===== config.mk =====
export PLATFORM = sky130hd
export DESIGN_NAME = completion_signalling
export DESIGN_NICKNAME = d
export VERILOG_FILES = /design/src/hw/completion_flag_bank.v /design/src/hw/completion_signalling.v
export VERILOG_INCLUDE_DIRS = /design/src /design/src/common
export SDC_FILE = /design/constraint.sdc
export NUM_CORES = 1
export LEC_CHECK = 0
export BUFFER_PORTS_ARGS = -buffer_cell sky130_fd_sc_hd__buf_2
export CAP_MARGIN = 15
export CORE_UTILIZATION = 37
export DETAILED_ROUTE_END_ITERATION = 12
export MAX_ROUTING_LAYER = met4
export PLACE_DENSITY = 0.52
export SLEW_MARGIN = 20
export SYNTH_ARGS = -nofsm -noshare
export SYNTH_HDL_FRONTEND = slang
export SYNTH_SLANG_ARGS = --single-unit

===== constraint.sdc =====
create_clock -name hclk -period 5.6 [get_ports hclk]
set_clock_uncertainty 0.05 [all_clocks]
set_input_delay 0.84 -clock hclk [delete_from_list [all_inputs] [get_ports hclk]]
set_output_delay 0.84 -clock hclk [all_outputs]
set_load 0.03 [all_outputs]

===== src/common/completion_defines.vh =====
// Register map, field positions and reset values of the completion-signalling block.
`ifndef COMPLETION_DEFINES_VH
`define COMPLETION_DEFINES_VH

// Byte offsets of the register words.
`define OFS_SETTINGS 8'h00
`define OFS_DESC_LAST 8'h1C
`define OFS_CHAIN_FLAGS 8'h20
`define OFS_IRQ_PENDING 8'h24
`define OFS_IRQ_ENABLE 8'h28
`define OFS_FIRE_COUNT 8'h2C

// Settings word fields.
`define TAG_HI 27
`define TAG_LO 24
`define MID_CHAIN_BIT 23
`define FINAL_CHAIN_BIT 22
`define MID_IRQ_BIT 21
`define FINAL_IRQ_BIT 20
`define CODE_HI 17
`define CODE_LO 12
`define CODE_RSVD_BIT 17
`define CPS_BIT 11

// Bits of the settings word that software may store.
`define SETTINGS_WR_MASK 32'h00FB_FF0F

// Reset values and other constants.
`define ZERO32 32'h0000_0000
`define ZERO4 4'h0
`define ONE32 32'h0000_0001
`define FLAG_WIDTH 32

`endif


===== src/hw/completion_flag_bank.v =====
// Bank of 32 sticky flags, set by hardware and cleared by software.
`timescale 1ns/10ps
`include "completion_defines.vh"

module completion_flag_bank (
	input wire hclk,
	input wire hresetn,
	input wire [31:0] set_vec,
	input wire [31:0] clr_vec,
	output wire [31:0] flags
);

	reg [31:0] flag_reg;

	// Each flag sets on its event and clears on its write-one; a set in the clearing cycle wins.
	genvar i;
	generate
		for (i = 0; i < `FLAG_WIDTH; i = i + 1) begin : g_flag
			always @(posedge hclk or negedge hresetn) begin
				if (!hresetn) begin
					flag_reg[i] <= 1'b0;
				end else if (set_vec[i]) begin
					flag_reg[i] <= 1'b1;
				end else if (clr_vec[i]) begin
					flag_reg[i] <= 1'b0;
				end
			end
		end
	endgenerate

	assign flags = flag_reg;

endmodule


===== src/hw/completion_signalling.v =====
// Completion signalling of one DMA channel: settings word, chain-event and interrupt flags, AHB-Lite slave.
`timescale 1ns/10ps
`include "completion_defines.vh"

//////////////////////////////////////////////////////////////////////////////////////////////////////
// Functional notes
// - Any write to the channel descriptor loads the writer privilege tag (bits 27:24) with the master's id.
// - With bit 23 set, each non-final job completion sets the chain-event flag named by the completion code.
// - With bit 22 set, the final job completion sets the chain-event flag named by the completion code.
// - With bit 21 set, each non-final job completion sets the pending-interrupt flag named by the code.
// - With bit 20 set, the final job completion sets the pending-interrupt flag named by the code.
// - The interrupt output is driven only by pending flags whose enable-mask bit is one.
// - The 6-bit completion code (bits 17:12) selects the flag; only codes 0 to 1Fh act, higher ones are ignored.
// - Bit 11 picks the completion point: 0 after data moved, 1 when the job is handed to the controller.
//////////////////////////////////////////////////////////////////////////////////////////////////////

module completion_signalling (
	input wire hclk,
	input wire hresetn,
	input wire hsel,
	input wire [31:0] haddr,
	input wire [1:0] htrans,
	input wire hwrite,
	input wire [2:0] hsize,
	input wire [31:0] hwdata,
	input wire hready,
	output reg hreadyout,
	output reg hresp,
	output reg [31:0] hrdata,
	input wire [3:0] master_priv_id,
	input wire job_handed,
	input wire job_handed_final,
	input wire job_moved,
	input wire job_moved_final,
	output reg [31:0] chain_events,
	output reg irq
);

	//////////////////////////////////////////////////////////////////////////////////////////////////
	// Register storage.

	reg [31:0] settings_reg;
	reg [3:0] writer_tag_reg;
	reg [31:0] irq_enable_reg;
	reg [31:0] fire_count_reg;
	reg wr_pend_reg;
	reg rd_pend_reg;
	reg [7:0] addr_reg;
	reg [3:0] wr_priv_reg;
	wire [31:0] chain_flags;
	wire [31:0] irq_flags;

	//////////////////////////////////////////////////////////////////////////////////////////////////
	// AHB-Lite address phase.

	// A transfer is taken when selected, non-idle and the bus is ready.
	wire take = hsel & htrans[1] & hready;

	// Writes complete without wait; reads take one wait state so they always see the latest write.
	always @(posedge hclk or negedge hresetn) begin
		if (!hresetn) begin
			wr_pend_reg <= 1'b0;
			rd_pend_reg <= 1'b0;
			addr_reg <= 8'h00;
			wr_priv_reg <= `ZERO4;
		end else begin
			wr_pend_reg <= take & hwrite;
			rd_pend_reg <= take & ~hwrite;
			if (take) begin
				addr_reg <= {haddr[7:2], 2'b00};
				wr_priv_reg <= master_priv_id;
			end
		end
	end

	//////////////////////////////////////////////////////////////////////////////////////////////////
	// Data phase decode.

	wire wr_settings = wr_pend_reg & (addr_reg == `OFS_SETTINGS);
	wire wr_desc = wr_pend_reg & (addr_reg <= `OFS_DESC_LAST);
	wire wr_chain = wr_pend_reg & (addr_reg == `OFS_CHAIN_FLAGS);
	wire wr_pending = wr_pend_reg & (addr_reg == `OFS_IRQ_PENDING);
	wire wr_enable = wr_pend_reg & (addr_reg == `OFS_IRQ_ENABLE);

	// Settings word: only the storable fields take the written value.
	always @(posedge hclk or negedge hresetn) begin
		if (!hresetn) begin
			settings_reg <= `ZERO32;
		end else if (wr_settings) begin
			settings_reg <= hwdata & `SETTINGS_WR_MASK;
		end
	end

	// The tag follows the master that wrote any word of the descriptor.
	always @(posedge hclk or negedge hresetn) begin
		if (!hresetn) begin
			writer_tag_reg <= `ZERO4;
		end else if (wr_desc) begin
			writer_tag_reg <= wr_priv_reg;
		end
	end

	// Interrupt enable mask.
	always @(posedge hclk or negedge hresetn) begin
		if (!hresetn) begin
			irq_enable_reg <= `ZERO32;
		end else if (wr_enable) begin
			irq_enable_reg <= hwdata;
		end
	end

	//////////////////////////////////////////////////////////////////////////////////////////////////
	// Completion events.

	// The completion point selects which report from the transfer controller counts.
	wire cps = settings_reg[`CPS_BIT];
	wire ev_fire = cps ? job_handed : job_moved;
	wire ev_final = cps ? job_handed_final : job_moved_final;
	wire [5:0] code = settings_reg[`CODE_HI:`CODE_LO];
	wire code_ok = ~settings_reg[`CODE_RSVD_BIT];
	wire [31:0] code_bit = `ONE32 << code[4:0];

	// Chain flags are set by the mid or final enable according to the job's position.
	wire chain_hit = ev_fire & code_ok &
		(ev_final ? settings_reg[`FINAL_CHAIN_BIT] : settings_reg[`MID_CHAIN_BIT]);
	wire irq_hit = ev_fire & code_ok &
		(ev_final ? settings_reg[`FINAL_IRQ_BIT] : settings_reg[`MID_IRQ_BIT]);
	wire [31:0] chain_set = chain_hit ? code_bit : `ZERO32;
	wire [31:0] irq_set = irq_hit ? code_bit : `ZERO32;

	// Chain-event flags, cleared by writing ones.
	completion_flag_bank u_chain_bank (
		.hclk(hclk),
		.hresetn(hresetn),
		.set_vec(chain_set),
		.clr_vec(wr_chain ? hwdata : `ZERO32),
		.flags(chain_flags)
	);

	// Pending-interrupt flags, cleared by writing ones.
	completion_flag_bank u_irq_bank (
		.hclk(hclk),
		.hresetn(hresetn),
		.set_vec(irq_set),
		.clr_vec(wr_pending ? hwdata : `ZERO32),
		.flags(irq_flags)
	);

	// Counts completion points that were acted on, for software diagnostics.
	always @(posedge hclk or negedge hresetn) begin
		if (!hresetn) begin
			fire_count_reg <= `ZERO32;
		end else if (chain_hit | irq_hit) begin
			fire_count_reg <= fire_count_reg + `ONE32;
		end
	end

	//////////////////////////////////////////////////////////////////////////////////////////////////
	// Outputs.

	// Interrupt and chain events leave through flip-flops.
	always @(posedge hclk or negedge hresetn) begin
		if (!hresetn) begin
			irq <= 1'b0;
			chain_events <= `ZERO32;
		end else begin
			irq <= |(irq_flags & irq_enable_reg);
			chain_events <= chain_flags;
		end
	end

	// Read mux; the descriptor words past the settings word and unmapped offsets read zero.
	reg [31:0] rd_value;
	always @* begin
		rd_value = `ZERO32;
		case (addr_reg)
			`OFS_SETTINGS: begin
				rd_value = settings_reg;
				rd_value[`TAG_HI:`TAG_LO] = writer_tag_reg;
			end
			`OFS_CHAIN_FLAGS: begin
				rd_value = chain_flags;
			end
			`OFS_IRQ_PENDING: begin
				rd_value = irq_flags;
			end
			`OFS_IRQ_ENABLE: begin
				rd_value = irq_enable_reg;
			end
			`OFS_FIRE_COUNT: begin
				rd_value = fire_count_reg;
			end
			default: begin
				rd_value = `ZERO32;
			end
		endcase
	end

	// Bus answer: one wait cycle on reads, data lands as ready returns; response is always OKAY.
	always @(posedge hclk or negedge hresetn) begin
		if (!hresetn) begin
			hreadyout <= 1'b1;
			hresp <= 1'b0;
			hrdata <= `ZERO32;
		end else begin
			hresp <= 1'b0;
			if (take & ~hwrite) begin
				hreadyout <= 1'b0;
			end else begin
				hreadyout <= 1'b1;
			end
			if (rd_pend_reg) begin
				hrdata <= rd_value;
			end
		end
	end

	// Transfer size is unused: only whole-word accesses are supported.
	wire unused_size = |hsize;

endmodule


# Word-level counts from Yosys, hierarchy flattened

Cells that the tools add are included.

Memories: 0
Logic and storage cells: 303
Bits of input ports: 82
Output and inout port bits: 67
ROM bits: 0
Bits in registers: 229
Bits in writable memories: 0
Latch bits: 0

Reduce and logical (&&, ||, !) cells: 66
Eq/ne operators: 4
Add/subtract/negate cells: 1
Magnitude comparators: 1
Mux-type cells: 138
Shifts and indexed selects: 1
$mul: 0
Bitwise operators: 16
Divide/modulo/power cells: 0

Operators with widths:

| kind                                                                              | number |
|---|---|
| 32-bit one-hot mux with 5 select lines                                            | 1 |
| 1-bit 2-to-1 mux                                                                  | 133 |
| 32-bit 2-to-1 mux                                                                 | 4 |
| 2-bit nonzero test                                                                | 64 |
| 32-bit by 1-bit adder with 32-bit output (second input constant)                  | 1 |
| 32-bit AND                                                                        | 1 |
| 32-bit OR reduction                                                               | 1 |
| 1-bit by 5-bit left shift with 32-bit output (first input constant)               | 1 |
| 6-bit by 4-bit == test with 1-bit output (second input constant)                  | 4 |
| 1-bit AND                                                                         | 12 |
| 8-bit by 5-bit less-or-equal comparator with 1-bit output (second input constant) | 1 |
| 8-bit zero test                                                                   | 1 |
| 1-bit inverter                                                                    | 2 |
| 1-bit bitwise OR                                                                  | 1 |

# Logic depth before layout (Yosys ltp)

Gate-level depths: netlist of run 1.

Depth after elaboration: 5
Gate-level depth with buffers: 7
Depth with buffers taken out: 5

# Hierarchy

Synthesis of run 1 repeated with hierarchy kept, for this count alone.

Cells, all modules: 901
Area, all modules: 10,428.8 µm²

By module, submodules not included:

| module                | cells each | times used | area an instance (µm²) | seq. area each (µm²) |
|---|---|---|---|---|
| completion_signalling | 709        | 1          | 8,106.5                | 4,130.2 |
| completion_flag_bank  | 96         | 2          | 1,161.1                | 800.8 |

# Worst setup path after synthesis of run 1

OpenSTA, ideal clock, no wires.

Kind: input port to flip-flop
Start point: input job_handed_final
End point: register fire_count_reg[28]
Stages: 5
Slack: 3,214 ps
Setup time: 79 ps
Path buffers: 1
Data required time: 5,471 ps
Arrival time: 2,257 ps
Cells stage by stage: mux2i_1 -> mux2_2 -> buf_2 -> nor4_1 -> xor2_1

Longest elaborated chain between the ends: 4
Elaborated cells on any way between the ends: 6
Classes of those cells: mux (3); bitwise (3)

RTL lines:

| what                                       | line                                                     | source |
|---|---|---|
| from (decl)                                | completion_signalling.v:32                               | `input wire job_handed_final,` |
| 1-bit 2-to-1 mux *                         | completion_signalling.v:118                              | `wire ev_final = cps ? job_handed_final : job_moved_final;` |
| 1-bit 2-to-1 mux, on equally long branches | completion_signalling.v:125, completion_signalling.v:127 |  |
| 1-bit AND, on equally long branches        | completion_signalling.v:124, completion_signalling.v:126 |  |
| 1-bit bitwise OR *                         | completion_signalling.v:153                              | `end else if (chain_hit \| irq_hit) begin` |
| to (signal assigned)                       | completion_signalling.v:152                              | `` fire_count_reg <= `ZERO32; `` |
| to (signal assigned)                       | completion_signalling.v:154                              | `` fire_count_reg <= fire_count_reg + `ONE32; `` |
| to (decl)                                  | completion_signalling.v:45                               | `reg [31:0] fire_count_reg;` |

Every way passes the cells marked *; elsewhere a longest branch is shown, timed or not.
A chain may end at the register's enable or synchronous reset.

# Worst setup path after layout of run 1

Start point: register addr_reg[7]
End point: register irq_enable_reg[27]

Longest elaborated chain between the ends: 2

RTL lines:

| what                                     | line                        | source |
|---|---|---|
| from (decl)                              | completion_signalling.v:48  | `reg [7:0] addr_reg;` |
| from (signal assigned)                   | completion_signalling.v:70  | `addr_reg <= {haddr[7:2], 2'b00};` |
| 6-bit by 4-bit == test with 1-bit output | -                           |  |
| 1-bit AND                                | completion_signalling.v:83  | `` wire wr_enable = wr_pend_reg & (addr_reg == `OFS_IRQ_ENABLE); `` |
| to (signal assigned)                     | completion_signalling.v:106 | `` irq_enable_reg <= `ZERO32; `` |
| to (signal assigned)                     | completion_signalling.v:108 | `irq_enable_reg <= hwdata;` |
| to (decl)                                | completion_signalling.v:44  | `reg [31:0] irq_enable_reg;` |

Every way passes these cells.

==> impl_metrics.py, run 1 <==
metrics = {
    "place": {
        "place_congestion": 0.875,
        "numPortBuffers": 117,
        "hpwl_um": 20600,
    },
    "setup_path": {
        "r2r_end": "irq_enable_reg[27]",
        "endpoint_kind": "flop",
        "cp.required_ps": 5960,
        "critPathArrivalTime_ps": 3480,
        "cp_max_fo": 27,
        "r2r_start": "addr_reg[7]",
        "r2r_slack_ps": 2480,
        "crit_family": "buffers and inverters",
        "critical_path.cell_chain": "or3b_1 > buf_4 > nor3b_4 > buf_4 > nand3b_2 > buf_4 > mux2_4",
        "cp-start-kind": "flop",
        "critical_path.most_common_cell": "buf_4",
        "ff2ff_path_depth": 7,
        "cpPeakStageDelay_ps": 510,
        "crit_buf_inv": 3,
        "critPathKind": "flop to flop",
        "slowest_stage": "nand3b_2",
    },
    "global_routing": {
        "antenna_found_initial": 0,
        "grt_pass1_vias": 7195,
        "grt_pass1_wl_um": 46100,
        "grt_start_max_net_pins": 117,
        "track_usage_pct": 22.4,
        "grt_overflow": 0,
    },
    "sta": {
        "worst_pin_slew_ps": 1130,
        "fin_crit_ps": 3120,
        "rsz0062_at_grt": "no",
        "setup_viol": 0,
        "hold_viol": 0,
        "final.setup.tns_ps": 0,
        "max_freq_ghz": 0.320,
        "period_share_pct": 55.7,
        "relSlewSlack_pct": 23.9,
        "finalMaxSlewViolations": 0,
    },
    "cts": {
        "cts_buffer_depth": 3,
        "clockRootBuffer": "clkbuf_16",
        "htree_levels": 1,
        "clock_sinks": 229,
        "hold_buffers": 0,
        "cts_resized": 0,
        "cts_buffers": 26,
        "clock_latency_ps": 530,
        "clk_pin_slew_ps": 60,
        "tritoncts": "done",
        "post_cts_buffers": 0,
    },
    "detailed_routing": {
        "routed-via-count": 7272,
        "drc": 0,
        "ant_nets": 0,
        "wirelength_um": 30100,
        "avgViaCountPerCell": 5.60,
        "drtIter0Drc": 516,
        "firstDrtPassIters": 7,
        "wl_per_cell_um": 23.2,
    },
    "cells_and_area": {
        "final_util_pct": 44.2,
        "fill_cells": 2587,
        "area_growth_pct": 17.0,
        "drive_above_1_share_pct": 30.1,
        "layout_common_cells": "dfrtp_1 (226), buf_2 (116), nand2_1 (73), mux2_2 (61), a22o_1 (44)",
        "final_common_cell": "dfrtp_1",
        "fin_nets": 1022,
    },
    "worst_hold_path": {
        "min_path_type": "input port to asynchronous set/reset pin",
    },
    "floorplanning": {
        "die_area_um2": 28200,
        "rows": 60,
        "start_util_pct": 37.7,
        "die_h_um": 168,
        "ios": 149,
        "die_w_um": 168,
        "core_area_um2": 27000,
    },
    "yosys": {
        "synth_cell_types": 46,
        "yosysWarningCount": 0,
        "yosysSeqAreaShare_pct": 56.2,
        "syn_nets": 918,
        "synth-seq-cells": 229,
        "async_flop_share_pct": 100,
        "syn_area_per_cell_um2": 12.2,
        "postSynthCellCount": 835,
        "synth_edf_count": 0,
        "ys.flop_type": "dfrtp_1",
        "synth_area_um2": 10200,
    },
    "power_and_ir_drop": {
        "power_mw": 5.15,
        "p_per_area_nw_per_um2": 432,
        "power_leakage_nw": 5.51,
        "irDropWorstVdd_v": 0.000251,
    },
    "flow_run": {
        "cap_viol_max_count": 0,
    },
    "run_status": {
        "status": "finished, final reports clean",
    },
}
[worst max path at each step]
stage	start	endpoint	slack, ps	cells past startpoint
global route	addr_reg[7]	irq_enable_reg[27]	2390	7
CTS	addr_reg[7]	irq_enable_reg[27]	2500	7
detailed placement	job_handed_final	u_irq_bank.flags[20]	2380	6
floorplan	job_handed_final	fire_count_reg[28]	3210	5
finish	addr_reg[7]	irq_enable_reg[27]	2480	7
global placement	job_handed_final	u_chain_bank.flags[2]	2200	6
[synthesized netlist by cell type, types with 2 or more instances]
library cell  count  area (um2)
mux2_2           61         687
nor3_1           42         210
or2_2             5        31.3
nor2_1           32         120
a22oi_1          16         120
or3_1             3        18.8
a21oi_1          23         115
nand4_1          17         106
nand3b_1          2        15.0
buf_2            15        75.1
nand2_1          73         274
a221oi_1         23         201
mux4_2            9         203
nand3_1          13        65.1
nand2b_1          5        31.3
mux2_4           30         450
inv_1            25        93.8
clkbuf_1         31         116
and3_1            4        25.0
buf_1             4        15.0
a22o_1           44         385
dfrtp_1         228        5710
buf_6             3        33.8
nor3b_1           2        15.0
and2_1            2        12.5
xnor2_1           9        78.8
xor2_1           22         193
nor4_1           15        93.8
and4_1            7        61.3
mux2i_1          27         270
o2bb2ai_1        20         175
o22ai_1           9        56.3
[where the power goes]
part / switching [mW] / total (mW) / internal, mW
combinational: 0.700 / 1.18 / 0.479
clock: 0.682 / 1.63 / 0.946
sequential: 0.323 / 2.34 / 2.02
[cells by family (layout without fill, tap and decap cells)]
| logic type | Yosys count | in the layout | share of synthesized area, % |
|---|---|---|---|
| XOR/XNOR | 31 | 31 | 2.66 |
| AO/OA/AOI/OAI | 135 | 135 | 10.3 |
| buffers and inverters | 79 | 201 | 3.35 |
| multiplexers | 127 | 127 | 15.8 |
| adder cells (fa/ha/maj) | 1 | 1 | 0.123 |
| flip-flops | 229 | 229 | 56.2 |
| other | 1 | 2 | 0.0368 |
| AND/OR/NAND/NOR | 232 | 232 | 11.5 |
[metrics by stage]
stage	cell area (um2)	hold WS [ps]	std cells	setup slack [ps]
floorplan	10200	320	835	3210
global placement	11100	342	1252	2200
detailed placement	11100	338	1252	2380
CTS	11900	347	1298	2500
global route	11900	365	1298	2390
finish	11900	312	1299	2480
[metal layers]
| metal | part of all wire (%) | up-vias | routed length, um | GRT usage [%] |
|---|---|---|---|---|
| li1 | - | 3291 | - | - |
| met1 | 49 | 3706 | 14900 | 33.1 |
| met2 | 43 | 216 | 13000 | 31.5 |
| met3 | 4.4 | 59 | 1320 | 2.94 |
| met4 | 3.0 | 0 | 908 | 7.54 |
| met5 | 0 | - | 0 | - |
[final cells by class]
| cell class | instances | area [um2] | area share, % |
|---|---|---|---|
| multi-input cells | 527 | 4160 | 34.8 |
| clock buffers | 38 | 767 | 6.43 |
| well taps | 341 | 427 | 3.58 |
| inverters | 25 | 93.8 | 0.786 |
| repair buffers | 130 | 706 | 5.91 |
| diodes | 1 | 2.50 | 0.0210 |
| clock inverters | 8 | 46.3 | 0.388 |
| flip-flops and latches | 229 | 5730 | 48.1 |
Power figures use the tool's default switching activity.
==> run 2, diff against run 1 <==
--- a/config.mk
+++ b/config.mk
@@ -6,12 +6,13 @@
 export SDC_FILE = /design/constraint.sdc
 export NUM_CORES = 1
 export LEC_CHECK = 0
+export ABC_AREA = 1
 export BUFFER_PORTS_ARGS = -buffer_cell sky130_fd_sc_hd__buf_2
 export CAP_MARGIN = 15
 export CORE_UTILIZATION = 37
 export DETAILED_ROUTE_END_ITERATION = 12
 export MAX_ROUTING_LAYER = met4
-export PLACE_DENSITY = 0.52
+export PLACE_DENSITY = 0.53
 export SLEW_MARGIN = 20
 export SYNTH_ARGS = -nofsm -noshare
 export SYNTH_HDL_FRONTEND = slang
==> constraint.sdc (replaced) <==
create_clock -name hclk -period 2.8 [get_ports hclk]
set_clock_uncertainty 0.05 [all_clocks]
set_input_delay 0.42 -clock hclk [delete_from_list [all_inputs] [get_ports hclk]]
set_output_delay 0.42 -clock hclk [all_outputs]
set_load 0.03 [all_outputs]
==> run 2 against run 1 <==
Compared with the run above: total power increased by 52%; global-route usage increased by 0.68 points; worst hold slack got worse by 250 ps; largest power group unchanged; highest routed layer unchanged.
==> impl_metrics.py, run 2 <==
metrics = {
    "setup_path": {
        "critPathArrivalTime_ps": 2500,
        "critical_path.cell_chain": "nor2_8 > nand2_2 > nor2_4 > nand2_4 > o21ai_0 > nand2_1",
        "endpoint_kind": "flop",
        "r2r_slack_ps": 660,
        "cpPeakStageDelay_ps": 430,
        "cp_max_fo": 32,
        "cp.required_ps": 3150,
        "r2r_start": "addr_reg[7]",
        "crit_buf_inv": 0,
        "ff2ff_path_depth": 6,
        "r2r_end": "u_chain_bank.flags[8]",
        "worstSetupStartpoint": "addr_reg[7]",
        "cp-start-kind": "flop",
        "crit_family": "simple AND/OR/NAND/NOR gates",
        "critPathKind": "flop to flop",
        "slowest_stage": "dfrtp_1",
    },
    "worst_hold_path": {
        "min_path_cells": 2,
        "hold_end": "rd_pend_reg",
        "min_path_type": "input port to flop",
        "hold_path_startpoint": "hwrite",
    },
    "cts": {
        "tritoncts": "done",
        "clock_latency_ps": 530,
        "cts_buffer_depth": 3,
        "htree_levels": 1,
        "cts_buffers": 26,
        "post_cts_buffers": 0,
        "clockRootBuffer": "clkbuf_16",
        "clk_pin_slew_ps": 60,
        "clock_sinks": 229,
    },
    "yosys": {
        "synth_cell_types": 31,
        "synth_top_area_share_pct": 51.9,
        "synth_edf_count": 0,
        "yosysMostFrequentCell": "nand2_1",
        "syn_area_per_cell_um2": 7.79,
        "yosysTopAreaCell": "dfrtp_1",
        "async_flop_share_pct": 100,
        "ys.flop_type": "dfrtp_1",
        "postSynthCellCount": 1413,
        "yosysWarningCount": 0,
        "syn_nets": 1496,
        "synth_area_um2": 11000,
        "yosysSeqAreaShare_pct": 52.1,
        "synth-seq-cells": 229,
        "ys_top_cells_by_area": "dfrtp_1 (52%), nand2_1 (15%), o21ai_0 (6.2%)",
        "ys_top_cells_by_count": "nand2_1 (437), dfrtp_1 (228), nor2_1 (153)",
    },
    "global_routing": {
        "antenna_found_initial": 0,
        "grt_overflow": 0,
        "grt_pass1_wl_um": 53000,
        "grt_start_max_net_pins": 73,
        "track_usage_pct": 23.1,
        "grt_pass1_vias": 9363,
    },
    "detailed_routing": {
        "ant_nets": 0,
        "wirelength_um": 33300,
        "routed-via-count": 9594,
        "firstDrtPassIters": 8,
        "avgViaCountPerCell": 5.00,
        "wl_per_cell_um": 17.4,
        "drtIter0Drc": 575,
        "drc": 0,
    },
    "cells_and_area": {
        "drive_above_1_share_pct": 13.2,
        "n_antenna_cell": 0,
        "area_growth_pct": 16.3,
        "final_common_cell": "nand2_1",
        "fin_nets": 1599,
        "fill_cells": 3068,
        "final_util_pct": 44.1,
        "layout_common_cells": "nand2_1 (437), dfrtp_1 (228), nor2_1 (152), o21ai_0 (136), inv_1 (124)",
    },
    "power_and_ir_drop": {
        "switchingPower_mw": 2.03,
        "power_leakage_nw": 6.79,
        "p_seq_share_pct": 45.7,
        "irDropWorstVdd_v": 0.000388,
        "pwr-share-comb_pct": 9.7,
        "p_per_area_nw_per_um2": 612,
        "internal_power_mw": 5.79,
        "switching_share_pct": 25.9,
        "clkPwrFrac_pct": 44.6,
    },
    "sta": {
        "period_share_pct": 76.6,
        "max_freq_ghz": 0.466,
        "setup_viol": 0,
        "relSlewSlack_pct": 49.8,
        "worst_pin_slew_ps": 751,
        "hold_viol": 0,
        "final.setup.tns_ps": 0,
        "fin_crit_ps": 2140,
        "finalMaxSlewViolations": 0,
        "rsz0062_at_grt": "no",
    },
    "floorplanning": {
        "rows": 62,
        "core_area_um2": 29000,
        "die_w_um": 174,
        "start_util_pct": 37.9,
        "ios": 149,
        "die_area_um2": 30400,
        "die_h_um": 174,
    },
    "flow_run": {
        "cap_viol_max_count": 0,
    },
    "run_status": {
        "status": "finished, final reports clean",
    },
    "place": {
        "place_congestion": 0.887,
        "hpwl_um": 23200,
        "numPortBuffers": 117,
    },
}
[run 2: cells by family after synthesis]
kind of cell	after synthesis	synth area share [%]
buffers and inverters	196	7.97
muxes	1	0.102
adders and majority gates	1	0.114
other	1	0.0341
DFF	229	52.1
xor gates and xnor gates	10	0.796
AOI/OAI and AO/OA	232	11.0
and+or+nand+nor	743	27.9
[run 2: power by group through the flow]
stage	Clock [mW]	Sequential [mW]	Combinational, mW
finish	3.49	3.58	0.757
global route	3.73	3.59	0.833
CTS	3.57	3.58	0.765
detailed placement	0	3.64	0.763
global placement	0	3.63	0.756
floorplan	0	3.75	0.300
[run 2: area by class of cell]
| class | instances | area, um2 | share of cell area, % |
|---|---|---|---|
| flip-flops and latches | 229 | 5730 | 44.8 |
| multi-input cells | 988 | 4390 | 34.4 |
| repair buffers | 140 | 808 | 6.32 |
| clock buffers | 35 | 744 | 5.82 |
| inverters | 131 | 492 | 3.84 |
| well taps | 384 | 480 | 3.76 |
| clock inverters | 11 | 141 | 1.11 |
[run 2: routing by layer]
| metal | vias to the layer above | global-route usage [%] | wire length (um) |
|---|---|---|---|
| li1 | 4716 | - | - |
| met3 | 48 | 3.48 | 1770 |
| met5 | - | - | 0 |
| met2 | 255 | 36.0 | 15400 |
| met4 | 0 | 6.29 | 834 |
| met1 | 4575 | 31.2 | 15400 |
[run 2: stage by stage]
stage	total power [mW]	setup WS, ps	cell area [um2]	hold slack, ps	cells
floorplan	4.05	1320	11000	74.4	1413
finish	7.82	656	12800	58.6	1918
global placement	4.39	713	11900	332	1871
detailed placement	4.40	703	11900	336	1871
CTS	7.92	694	12800	32.5	1918
global route	8.16	558	12800	45.6	1918
[run 2: what timing repair did]
action                                 in CTS  in global routing
endpoints found under the hold margin      67                  0
resized for setup                           0                  0
hold buffers                                1                  0
[run 2: worst max-delay path by stage]
stage / slack [ps] / to / depth (start not counted)
after floorplan: 1320 / fire_count_reg[30] / 10
after global placement: 710 / hrdata[18] / 8
after detailed placement: 700 / hrdata[18] / 8
after CTS: 690 / hrdata[18] / 8
after global routing: 560 / hrdata[18] / 8
final: 660 / u_chain_bank.flags[8] / 6
